$ cat config.mk
export PLATFORM = sky130hd
export DESIGN_NAME = irq_vector_lowpower_ctrl
export DESIGN_NICKNAME = d
export VERILOG_FILES = /design/src/common/irq_pkg.sv /design/src/core/irq_vector_lowpower_ctrl.sv
export VERILOG_INCLUDE_DIRS = /design/src /design/src/common
export SDC_FILE = /design/constraint.sdc
export NUM_CORES = 1
export LEC_CHECK = 0
export BUFFER_PORTS_ARGS = -buffer_cell sky130_fd_sc_hd__clkbuf_2
export CORE_ASPECT_RATIO = 0.75
export CORE_MARGIN = 2
export CORE_UTILIZATION = 33
export DETAILED_ROUTE_END_ITERATION = 8
export GPL_TIMING_DRIVEN = 0
export PLACE_DENSITY_LB_ADDON = 0.3
export SLEW_MARGIN = 20
export SYNTH_ARGS = -nofsm -noshare
export SYNTH_HDL_FRONTEND = slang
export SYNTH_SLANG_ARGS = --single-unit
$ cat constraint.sdc
create_clock -name clk -period 1.9 [get_ports clk]
set_input_delay 0.19 -clock clk [delete_from_list [all_inputs] [get_ports clk]]
set_output_delay 0.19 -clock clk [all_outputs]
set_load 0.005 [all_outputs]
$ cat src/common/irq_consts.svh
`ifndef IRQ_CONSTS_SVH
`define IRQ_CONSTS_SVH
// register indices and byte addresses (four times index)
`define INT_EN_1_INDEX    8'h00
`define INT_EN_2_INDEX    8'h01
`define INT_FLAG_1_INDEX  8'h02
`define INT_FLAG_2_INDEX  8'h03
`define MODE_INDEX        8'h04
`define STAT_INDEX        8'h05
`define ADDR_INT_EN_1     8'h00
`define ADDR_INT_EN_2     8'h04
`define ADDR_INT_FLAG_1   8'h08
`define ADDR_INT_FLAG_2   8'h0C
`define ADDR_MODE         8'h10
`define ADDR_STAT         8'h14
// enable and flag bit positions
`define BIT_WDOG        0
`define BIT_OSC         1
`define BIT_NMI         4
`define BIT_FLASH       5
// implemented bit mask of both enable and flag registers
`define SPECIAL_MASK    8'h33
// mode register fields
`define MODE_OSC_BIT    3
`define MODE_WDOG_BIT   4
// vector table
`define VEC_BASE        16'hFFE0
`define PRIO_RESET      4'hF
`define PRIO_NMI        4'hE
`define PRIO_WDOG       4'hA
`define PRIO_TMR0       4'h9
`define PRIO_TMR12      4'h8
`define PRIO_PORT2      4'h3
`define PRIO_PORT1      4'h2
// bus responses
`define RESP_OKAY       2'h0
`define RESP_SLVERR     2'h2
`endif

$ cat src/common/irq_pkg.sv
package irq_pkg;
  // operating modes
  typedef enum logic [2:0] {
    active_run_mode, low_power_mode_0, low_power_mode_1,
    low_power_mode_2, low_power_mode_3, low_power_mode_4
  } power_mode_t;
  // clock and oscillator controls
  typedef struct packed {
    logic cpu_run;
    logic mclk_en;
    logic sub_main_clock_en;
    logic aclk_en;
    logic dco_gen_en;
    logic xtal_en;
  } clk_ctrl_t;
  // bus master to slave
  typedef struct packed {
    logic        awvalid;
    logic [7:0]  awaddr;
    logic        wvalid;
    logic [31:0] wdata;
    logic [3:0]  wstrb;
    logic        bready;
    logic        arvalid;
    logic [7:0]  araddr;
    logic        rready;
  } axi_req_t;
  // bus slave to master
  typedef struct packed {
    logic        awready;
    logic        wready;
    logic        bvalid;
    logic [1:0]  bresp;
    logic        arready;
    logic        rvalid;
    logic [31:0] rdata;
    logic [1:0]  rresp;
  } axi_rsp_t;
endpackage : irq_pkg

$ cat src/core/irq_vector_lowpower_ctrl.sv
`timescale 1ns/1ps
`include "irq_consts.svh"
module irq_vector_lowpower_ctrl
  import irq_pkg::*;
(
  // clock and power-on reset
  input  wire logic        clk,
  input  wire logic        sys_rst,
  // power-up clear pulse from reset logic
  input  wire logic        power_up_clear,
  // register bus
  input  wire axi_req_t    axi_req,
  output axi_rsp_t         axi_rsp,
  // reset and non-maskable sources
  input  wire logic        pin_reset_mode,
  input  wire logic        pin_reset,
  input  wire logic        pin_nmi_req,
  input  wire logic        wdog_overflow,
  input  wire logic        flash_key_violation,
  input  wire logic        osc_fault_det,
  input  wire logic        flash_access_viol,
  input  wire logic        true_nmi_req,
  // maskable sources, flags held in their modules
  input  wire logic        timer_channel0,
  input  wire logic        timer_channel1,
  input  wire logic        timer_channel2,
  input  wire logic        timer_overflow_flag,
  input  wire logic [7:0]  port1_edge_flags,
  input  wire logic [7:0]  port2_edge_flags,
  // processor core
  input  wire logic        gie,
  input  wire logic        irq_ack,
  input  wire logic        irq_return,
  output logic             irq_req,
  output logic [15:0]      irq_vector,
  output logic             sys_reset_req,
  // clock system
  output clk_ctrl_t        clk_ctrl
);

  // whole state of the block
  typedef struct packed {
    axi_rsp_t    rsp;          // bus answer flops
    logic        aw_got;       // write address held
    logic        w_got;        // write data held
    logic [7:0]  aw_addr;      // held write address
    logic [7:0]  w_data;       // held low write byte
    logic        w_lane0;      // low byte lane enabled
    logic [7:0]  ie1;          // enable register
    logic [7:0]  interrupt_flag_1;         // flag register
    logic        dco_in_active; // oscillator feeds active mode
    logic        wdog_interval; // watchdog in interval mode
    power_mode_t mode;         // current operating mode
    power_mode_t saved_mode;   // mode to restore on return
    logic        woken;        // woken from low-power mode
    logic        irq_req;
    logic [15:0] irq_vector;
    logic        sys_reset_req;
    clk_ctrl_t   clk_ctrl;
  } state_t;

  state_t st;        // registered state
  state_t next_st;   // next state

  // word address of a vector slot
  function automatic logic [15:0] vec_addr(input logic [3:0] prio);
    vec_addr = `VEC_BASE + {11'h000, prio, 1'b0};
  endfunction : vec_addr

  // clock set for each mode
  function automatic clk_ctrl_t mode_clocks(input power_mode_t m, input logic dco_act);
    clk_ctrl_t c;
    // start from the common low-power set: processor halted, main clock off
    // every low-power mode below only turns off what it must; anything not named keeps the set above
    c = '{cpu_run: 1'b0, mclk_en: 1'b0, sub_main_clock_en: 1'b1, aclk_en: 1'b1,
          dco_gen_en: 1'b1, xtal_en: 1'b1};
    unique case (m)
      active_run_mode: begin
        // processor executes, main clock restored
        c.cpu_run = 1'b1;
        c.mclk_en = 1'b1;
      end
      low_power_mode_0: begin
        // auxiliary and sub-main keep peripherals alive
        c.mclk_en = 1'b0;
      end
      low_power_mode_1: begin
        // keeping the generator on when active mode needs it saves the
        // restart time of the oscillator on wake-up
        c.dco_gen_en = dco_act;
      end
      low_power_mode_2: begin
        // peripherals on sub-main clock freeze here
        c.sub_main_clock_en = 1'b0;
      end
      low_power_mode_3: begin
        // generator off too, so wake-up is slower than mode 2
        c.sub_main_clock_en = 1'b0;
        c.dco_gen_en        = 1'b0;
      end
      low_power_mode_4: begin
        // only an event that needs no clock can wake the part from here
        c.sub_main_clock_en = 1'b0;
        c.aclk_en    = 1'b0;
        c.dco_gen_en = 1'b0;
        c.xtal_en    = 1'b0;
      end
    endcase
    mode_clocks = c;
  endfunction : mode_clocks

  // read value at a register byte address, valid flag beside it
  function automatic logic [32:0] reg_read(input state_t s, input logic [7:0] a);
    logic [32:0] r;
    r = {1'b1, 32'h0000_0000};
    unique case (a)
      // only assigned bits exist
      // enable register, unassigned bits read as zero
      `ADDR_INT_EN_1:   r[7:0] = s.ie1 & `SPECIAL_MASK;
      // second enable register has no bits at all
      `ADDR_INT_EN_2:   r[7:0] = 8'h00;
      // flag register, unassigned bits read as zero
      `ADDR_INT_FLAG_1: r[7:0] = s.interrupt_flag_1 & `SPECIAL_MASK;
      // second flag register has no bits at all
      `ADDR_INT_FLAG_2: r[7:0] = 8'h00;
      // mode and status are plain read-back
      `ADDR_MODE: r[7:0] = {3'h0, s.wdog_interval, s.dco_in_active, s.mode};
      `ADDR_STAT: r[23:0] = {s.irq_vector, 6'h00, s.woken, s.irq_req};
      default:    r[32] = 1'b0;
    endcase
    reg_read = r;
  endfunction : reg_read

  // request lines by slot
  logic        req_reset;  // slot 15
  logic        req_nmi;    // slot 14
  logic        req_wdog;   // slot 10
  logic        req_tmr0;   // slot 9
  logic        req_tmr12;  // slot 8
  logic        req_port2;  // slot 3
  logic        req_port1;  // slot 2
  logic        any_req;    // something to serve
  logic [3:0]  win_prio;   // winning slot

  // request gating and priority pick
  always_comb begin
    req_reset = pin_reset & pin_reset_mode | flash_key_violation
                | wdog_overflow & ~st.wdog_interval;
    // own enables only, no general enable
    req_nmi = st.interrupt_flag_1[`BIT_NMI] & st.ie1[`BIT_NMI]
              | st.interrupt_flag_1[`BIT_OSC] & st.ie1[`BIT_OSC]
              | st.interrupt_flag_1[`BIT_FLASH] & st.ie1[`BIT_FLASH];
    req_nmi = req_nmi | true_nmi_req;
    // enable counts only in interval mode
    req_wdog = gie & st.wdog_interval & st.ie1[`BIT_WDOG] & st.interrupt_flag_1[`BIT_WDOG];
    req_tmr0  = gie & timer_channel0;
    req_tmr12 = gie & (timer_channel1 | timer_channel2 | timer_overflow_flag);
    req_port2 = gie & (|port2_edge_flags);
    // port 1 flags from port module
    req_port1 = gie & (|port1_edge_flags);
    any_req = req_reset | req_nmi | req_wdog | req_tmr0 | req_tmr12
              | req_port2 | req_port1;
    // highest number wins, empty slots unused
    if (req_reset) begin
      win_prio = `PRIO_RESET;
    end else if (req_nmi) begin
      win_prio = `PRIO_NMI;
    end else if (req_wdog) begin
      win_prio = `PRIO_WDOG;
    end else if (req_tmr0) begin
      win_prio = `PRIO_TMR0;
    end else if (req_tmr12) begin
      win_prio = `PRIO_TMR12;
    end else if (req_port2) begin
      win_prio = `PRIO_PORT2;
    end else begin
      win_prio = `PRIO_PORT1;
    end
  end

  logic        do_write;  // both write halves present
  logic [32:0] rd_val;    // read lookup

  // next state
  always_comb begin
    next_st = st;
    do_write = st.aw_got & st.w_got & ~st.rsp.bvalid;
    rd_val = reg_read(st, axi_req.araddr);

    // write address and data, either order
    if (st.rsp.awready & axi_req.awvalid) begin
      next_st.aw_got  = 1'b1;
      next_st.aw_addr = axi_req.awaddr;
    end
    if (st.rsp.wready & axi_req.wvalid) begin
      next_st.w_got   = 1'b1;
      next_st.w_data  = axi_req.wdata[7:0];
      next_st.w_lane0 = axi_req.wstrb[0];
    end

    // software writes come first; the hardware flag sets further down
    // overwrite them, so a set in the same cycle as a clearing write wins
    if (do_write) begin
      // both halves consumed, response raised for the next cycle
      next_st.aw_got     = 1'b0;
      next_st.w_got      = 1'b0;
      next_st.rsp.bvalid = 1'b1;
      next_st.rsp.bresp  = `RESP_OKAY;
      // only the low byte lane carries register data
      unique case (st.aw_addr)
        `ADDR_INT_EN_1: begin
          if (st.w_lane0) begin
            // unassigned positions never hold a one
            next_st.ie1 = st.w_data & `SPECIAL_MASK;
          end
        end
        `ADDR_INT_FLAG_1: begin
          // software may set or clear flags
          if (st.w_lane0) begin
            // setting a flag by software raises its request like hardware
            next_st.interrupt_flag_1 = st.w_data & `SPECIAL_MASK;
          end
        end
        `ADDR_MODE: begin
          if (st.w_lane0) begin
            // codes 6 and 7 leave the mode as it is
            next_st.dco_in_active = st.w_data[`MODE_OSC_BIT];
            next_st.wdog_interval = st.w_data[`MODE_WDOG_BIT];
            if (st.w_data[2:0] <= 3'h5) begin
              next_st.mode = power_mode_t'(st.w_data[2:0]);
            end
          end
        end
        `ADDR_INT_EN_2, `ADDR_INT_FLAG_2, `ADDR_STAT: begin
          // no writable bits
        end
        default: next_st.rsp.bresp = `RESP_SLVERR;
      endcase
    end
    if (st.rsp.bvalid & axi_req.bready) begin
      next_st.rsp.bvalid = 1'b0;
    end
    // one of each half outstanding until answered
    next_st.rsp.awready = ~next_st.aw_got & ~next_st.rsp.bvalid;
    next_st.rsp.wready  = ~next_st.w_got & ~next_st.rsp.bvalid;

    // read channel, answer one cycle after address
    if (st.rsp.arready & axi_req.arvalid) begin
      next_st.rsp.arready = 1'b0;
      next_st.rsp.rvalid  = 1'b1;
      next_st.rsp.rdata   = rd_val[31:0];
      next_st.rsp.rresp   = rd_val[32] ? `RESP_OKAY : `RESP_SLVERR;
    end
    if (st.rsp.rvalid & axi_req.rready) begin
      next_st.rsp.rvalid  = 1'b0;
      next_st.rsp.arready = 1'b1;
    end

    // watchdog flag sets on overflow or key violation
    if (wdog_overflow | flash_key_violation) begin
      next_st.interrupt_flag_1[`BIT_WDOG] = 1'b1;
    end else if (pin_reset & pin_reset_mode) begin
      next_st.interrupt_flag_1[`BIT_WDOG] = 1'b0;
    end else if (irq_ack & st.irq_req & (st.irq_vector == vec_addr(`PRIO_WDOG))) begin
      // interval flag is single source, cleared on service
      next_st.interrupt_flag_1[`BIT_WDOG] = 1'b0;
    end
    if (osc_fault_det) begin
      next_st.interrupt_flag_1[`BIT_OSC] = 1'b1;
    end
    if (pin_nmi_req & ~pin_reset_mode) begin
      next_st.interrupt_flag_1[`BIT_NMI] = 1'b1;
    end
    if (flash_access_viol) begin
      next_st.interrupt_flag_1[`BIT_FLASH] = 1'b1;
    end

    // any request wakes a low-power mode
    if (st.mode != active_run_mode && any_req && !st.woken) begin
      next_st.saved_mode = st.mode;
      next_st.mode       = active_run_mode;
      next_st.woken      = 1'b1;
    end
    // return goes back to saved mode
    if (irq_return & st.woken) begin
      next_st.mode  = st.saved_mode;
      next_st.woken = 1'b0;
    end

    // vector word for the winning slot
    next_st.irq_req       = any_req & ~req_reset;
    next_st.irq_vector    = vec_addr(win_prio);
    next_st.sys_reset_req = req_reset;
    next_st.clk_ctrl      = mode_clocks(next_st.mode, next_st.dco_in_active);

    if (power_up_clear) begin
      next_st.ie1        = 8'h00;
      next_st.interrupt_flag_1[`BIT_OSC]   = osc_fault_det;
      next_st.interrupt_flag_1[`BIT_NMI]   = 1'b0;
      next_st.interrupt_flag_1[`BIT_FLASH] = flash_access_viol;
      next_st.mode       = active_run_mode;
      next_st.saved_mode = active_run_mode;
      next_st.woken      = 1'b0;
      next_st.clk_ctrl   = mode_clocks(active_run_mode, next_st.dco_in_active);
    end
  end

  // state register; power-on reset clears all but the ready flags, the vector and the clocks
  always_ff @(posedge clk or posedge sys_rst) begin
    if (sys_rst) begin
      st <= '0;
      st.rsp.awready <= 1'b1;
      st.rsp.wready  <= 1'b1;
      st.rsp.arready <= 1'b1;
      st.irq_vector  <= 16'hFFFE;
      // power-on leaves the part in active mode with every clock running
      st.clk_ctrl    <= '{cpu_run: 1'b1, mclk_en: 1'b1, sub_main_clock_en: 1'b1,
                          aclk_en: 1'b1, dco_gen_en: 1'b1, xtal_en: 1'b1};
    end else begin
      st <= next_st;
    end
  end

  // outputs straight from flops
  assign axi_rsp       = st.rsp;
  assign irq_req       = st.irq_req;
  assign irq_vector    = st.irq_vector;
  assign sys_reset_req = st.sys_reset_req;
  assign clk_ctrl      = st.clk_ctrl;

endmodule : irq_vector_lowpower_ctrl

==> results.yml, run 1 <==
status:
  status: "finished, violations left"
  violations: "setup timing"
yosys:
  synth_top_cell_by_area: "dfrtp_1"
  synth_edf_count: 0
  async_reset_ff_share_pct: 100
  synth_flop_cell: "dfrtp_1"
  yosysUniqueCellTypes: 54
  synth_top_area_share_pct: 39.1
  syn-cell-area_um2: 3270
  synthCells: 305
  synth_area_leaders: "dfrtp_1, buf_4, dfstp_2"
  synth_top_cells_by_count: "buf_4, dfrtp_1, nor2_1"
  ys_warn_count: 0
  syn_avg_cell_area_um2: 10.7
  ys_seq_area_share_pct: 47.9
  post-synth-top-count-cell: "buf_4"
  ys_ff_latch: 62
detailed_routing:
  dr.pass1.iters: 4
  wl_um: 7560
  ant_nets: 0
  drtIter0Drc: 98
  drc: 0
  via_count: 2547
  viasPerCell: 4.32
  wl_per_cell_um: 12.8
final_layout:
  seq_area_um2: 1570
  syn2layout_area_growth_pct: 38.7
  fillers: 921
  nets: 543
  finalNonFillerCells: 589
  n_antenna_cell: 0
  multi_input_area_um2: 1370
  drive_gt1_share_pct: 53.2
  post-route-util_pct: 46.9
critical_path:
  startpoint_type: "flip-flop"
  crit_path_end_kind: "flip-flop"
  worstSetupPathType: "reg2reg"
  ff2ff_setup_slack_ps: -270
  r2r_end: "clk_ctrl[1]"
  crit_required_ps: 2150
  r2r_cells: 7
  crit_path_max_incr_delay_ps: 560
  cp_max_fo: 5
  crit_chain: "or4bb_4 -> nor4_4 -> buf_6 -> a221o_2 -> nand3_2 -> nor2b_4 -> a31oi_2"
  worstReg2RegStart: "st[60]"
  cpMaxStageDelayCell: "or4bb_4"
  arrival_ps: 2420
sta:
  hold_violations: 0
  relSlewSlack_pct: 62.0
  max_freq_mhz: 462
  skew_ps: 4.47
  timing.hold.ws_ps: 27.5
  finalCritPeriodShare_pct: 114
  slew_viol_final: 0
  setup-tns-final_ps: -1330
  finalWorstSetupSlack_ps: -267
  rsz0062_at_grt: "yes"
  finalCriticalPeriod_ps: 2170
  tightest_slew_ps: 566
  setup_viol: 10
grt:
  grt_max_degree: 60
  grt_use_total_pct: 14.7
  grt_pass1_wl_um: 12400
  antenna_found_initial: 0
  grt_pass1_vias: 2489
  globalRoute.totalOverflow: 0
placement:
  place_inst: 560
  routabilityCongestion: 0.805
  dp_hpwl_um: 5680
  dp_slack_ps: -393
  io_buffer_count: 99
pwr:
  irDropWorstVdd_v: 0.000613
  p_per_area_nw_per_um2: 947
  p_leak_nw: 2.27
clocking:
  clockRootBuffer: "clkbuf_16"
  clock_latency_ps: 330
  cts-buffers-inserted: 9
  clk_pin_slew_ps: 50
  cts_tree: "built"
  cts_buffer_depth: 2
  cts_htree_levels: 3
  cts_sinks: 62
worst_hold_path:
  hold_path_end: "axi_rsp[39]"
  whs_path_depth: 2
  min-delay-start: "axi_req[47]"
  hold_path.class: "in2reg"
floorplanning:
  fp.dieW_um: 119
  start_util_pct: 33.8
  core_um2: 9660
  die_h_um: 90.2
  io_pins: 156
  dieArea_um2: 10700
  rows: 31
flow_run:
  maxCapViolCount: 0
[registers in the layout (all words and copies together), names as in the netlist]
name	flops
axi_rsp	18
clk_ctrl	4
irq_req	1
irq_vector	4
st	34
sys_reset_req	1
[critical path: cells and delay by family, from the launching register on]
kind | cells | cell delay (ps)
and+or+nand+nor | 4 | 1190
buffers and inverters | 1 | 170
AOI/OAI and AO/OA | 2 | 340
DFF | 1 | 390
[what timing repair did]
| action | CTS | global route |
|---|---|---|
| hold endpoints to repair | 52 | 0 |
| hold buffers | 1 | 0 |
| pin swaps | 5 | 6 |
| buffers inserted | 9 | 3 |
| endpoints found under the setup margin | 18 | 20 |
| gates resized for setup | 4 | 18 |
[per-stage QoR]
step           area, um^2  total power, W
3_3_place_gp         4010         0.00264
2_1_floorplan        3350         0.00238
4_1_cts              4420         0.00430
3_5_place_dp         4040         0.00269
5_1_grt              4530         0.00455
6_report             4530         0.00429
[area by class of cell]
| type | count | share of cell area [%] |
|---|---|---|
| well taps | 132 | 3.65 |
| plain buffers | 67 | 10.8 |
| clock buffers | 11 | 5.58 |
| multi-input cells | 193 | 30.2 |
| flip-flops and latches | 62 | 34.5 |
| inverters | 6 | 0.552 |
| clock inverters | 5 | 0.746 |
| repair buffers | 113 | 13.9 |
[how the worst max path moves through the flow]
stage                        from          end  slack [ps]  cells after the start
after detailed placement   st[64]  clk_ctrl[1]        -390                      6
final                      st[60]  clk_ctrl[1]        -270                      7
after floorplan            st[64]  clk_ctrl[1]        -130                      6
after CTS                  st[60]  clk_ctrl[1]        -240                      7
after global routing       st[60]  clk_ctrl[1]        -330                      7
after global placement    sys_rst       st[51]        -570                      2
[report_power, final]
group / internal (W) / switching (W) / total, W
Combinational: 0.000529 / 0.000404 / 0.000932
Sequential: 0.00161 / 0.000213 / 0.00182
Clock: 0.000949 / 0.000590 / 0.00154
Total: 0.00308 / 0.00121 / 0.00429
[cell families after synthesis]
| logic type | synth area share (%) |
|---|---|
| and+or+nand+nor | 14.3 |
| buffers and inverters | 15.7 |
| DFF | 47.9 |
| AOI/OAI and AO/OA | 10.2 |
| muxes | 11.7 |
| other | 0.230 |
[metal layers]
layer	vias up	wire [um]	part of all wire [%]	GRT usage (%)
li1	1273	-	-	-
met1	1169	3370	45	19.3
met2	93	3490	46	22.2
met4	0	112	1.5	5.46
met3	12	584	7.7	5.52
met5	-	0	0	0
[placed cells by master, fill, tap and decap left out, drive strengths merged, types with 6 or more instances in the layout]
cell type,instances
nand2,23
dfstp,11
dfrtp,51
a21oi,10
clkbuf,114
inv,6
nor2,26
buf,76
conb,25
mux2i,18
mux2,18
o21ai,8
Note: power is estimated with default switching activity, not from simulation.
==> inputs of run 2 (changes only) <==
TNS_END_PERCENT = 30   (was unset)
==> results.yml, run 2 (synthesized netlist as in run 1, its figures left out) <==
status:
  status: "finished, violations left"
  violations: "setup timing"
pwr:
  p_leak_nw: 2.29
  power.total_w: 0.00452
  p_per_area_nw_per_um2: 991
  irDropWorstVdd_v: 0.000561
final_layout:
  top_register: "st"
  largest_reg_flops: 34
  layout_common_cells: "clkbuf_2, buf_4, dfrtp_1"
  design_area_um2: 4570
  multi_input_area_um2: 1350
  final_common_cell: "clkbuf_2"
  seq_area_um2: 1570
  syn2layout_area_growth_pct: 39.8
  drive_gt1_share_pct: 52.8
  fillers: 908
  nets: 544
  n_antenna_cell: 0
floorplanning:
  core_um2: 9660
  rows: 31
  fp.dieW_um: 119
  io_pins: 156
  dieArea_um2: 10700
  die_h_um: 90.2
  start_util_pct: 33.8
clocking:
  cts-buffers-inserted: 9
  cts_htree_levels: 3
  clockRootBuffer: "clkbuf_16"
  clk_pin_slew_ps: 60
  clock_latency_ps: 330
  cts_buffer_depth: 2
  cts_sinks: 62
  cts_tree: "built"
grt:
  grt_max_degree: 47
  grt_use_total_pct: 14.2
  globalRoute.totalOverflow: 0
  antenna_found_initial: 0
  grt_pass1_vias: 2490
  grt_pass1_wl_um: 12000
placement:
  dp_hpwl_um: 5700
  placed_area_um2: 4040
  io_buffer_count: 99
  routabilityCongestion: 0.789
  dp_slack_ps: -331
detailed_routing:
  dr.pass1.iters: 6
  wl_um: 7620
  drc: 0
  wl_per_cell_um: 12.9
  via_count: 2553
  ant_nets: 0
  drtIter0Drc: 133
  viasPerCell: 4.33
worst_hold_path:
  hold_path_end: "axi_rsp[39]"
  min-delay-start: "axi_req[47]"
  whs_path_depth: 2
  hold_path.class: "in2reg"
sta:
  timing.hold.ws_ps: 33.1
  slew_viol_final: 0
  hold_violations: 0
  setup_viol: 12
  skew_ps: 10.9
  tightest_slew_ps: 596
  max_freq_mhz: 462
  rsz0062_at_grt: "yes"
  finalWorstSetupSlack_ps: -262
  finalCritPeriodShare_pct: 114
  finalCriticalPeriod_ps: 2160
  relSlewSlack_pct: 60.0
critical_path:
  r2r_end: "clk_ctrl[1]"
  crit_start: "st[61]"
  startpoint_type: "flip-flop"
  ff2ff_setup_slack_ps: -260
  worstReg2RegStart: "st[61]"
  arrival_ps: 2400
  crit_required_ps: 2140
  cp_max_fo: 6
  crit_path_end_kind: "flip-flop"
  worstSetupPathType: "reg2reg"
  r2r_cells: 7
flow_run:
  maxCapViolCount: 0
[run 2: changes by cell type in the layout (fill, tap and decap cells not counted), moves of 2 or more]
cell	previous run	this run
a31oi_1	1	3
bufinv_16	0	2
a31oi_2	2	0
clkinv_2	2	0
inv_6	0	3
clkinvlp_4	2	0
clkbuf_8	2	0
[run 2: area by class of cell]
class	instances	area share, %
Multi-Input combinational cell	193	29.6
Sequential cell	62	34.3
Tap cell	132	3.62
Clock buffer	9	4.93
Clock inverter	7	2.27
Buffer	67	10.7
Timing Repair Buffer	114	14.1
Inverter	6	0.548
[run 2: repair_timing]
item | 4_1_cts | 5_1_grt
buffers inserted | 7 | 6
pin swaps | 6 | 3
hold buffers | 1 | 0
endpoints found under the hold margin | 11 | 0
endpoints found under the setup margin | 16 | 20
gates resized for setup | 6 | 13
[run 2: critical path, cell delays in order, from the launching register on]
cell and delay [ps]:
dfrtp_1 380, or4bb_1 550, nor4_4 280, buf_6 170, buf_4 120, mux2_2 330
nor2_1 140, a31oi_1 100
[run 2: layer usage]
layer	up-vias	part of all wire [%]	routed length, um	global-route usage, %
li1	1280	-	-	-
met1	1157	47	3610	20.1
met2	108	44	3350	20.1
met3	8	7.6	576	4.89
met4	0	1.0	78	5.06
met5	-	0	0	0
[run 2: worst max path at each step]
stage,slack [ps],depth (start not counted),endpoint
2_1_floorplan,-130,6,clk_ctrl[1]
3_3_place_gp,-570,2,st[50]
3_5_place_dp,-330,6,clk_ctrl[1]
4_1_cts,-260,7,clk_ctrl[1]
5_1_grt,-310,7,clk_ctrl[1]
6_report,-260,7,clk_ctrl[1]
[run 2: power by group]
part,internal (W),switching [W],total [W]
Sequential,0.00160,0.000202,0.00181
Clock,0.00117,0.000635,0.00180
Combinational,0.000516,0.000401,0.000917
Total,0.00329,0.00124,0.00452
[run 2: metrics by stage]
stage | util [%] | setup TNS [ps] | std cells
finish | 47.3 | -1560 | 590
global route | 47.3 | -2290 | 590
CTS | 46.2 | -1210 | 584
detailed placement | 41.9 | -2480 | 560
global placement | 41.5 | -31080 | 559
floorplan | - | -554 | 328
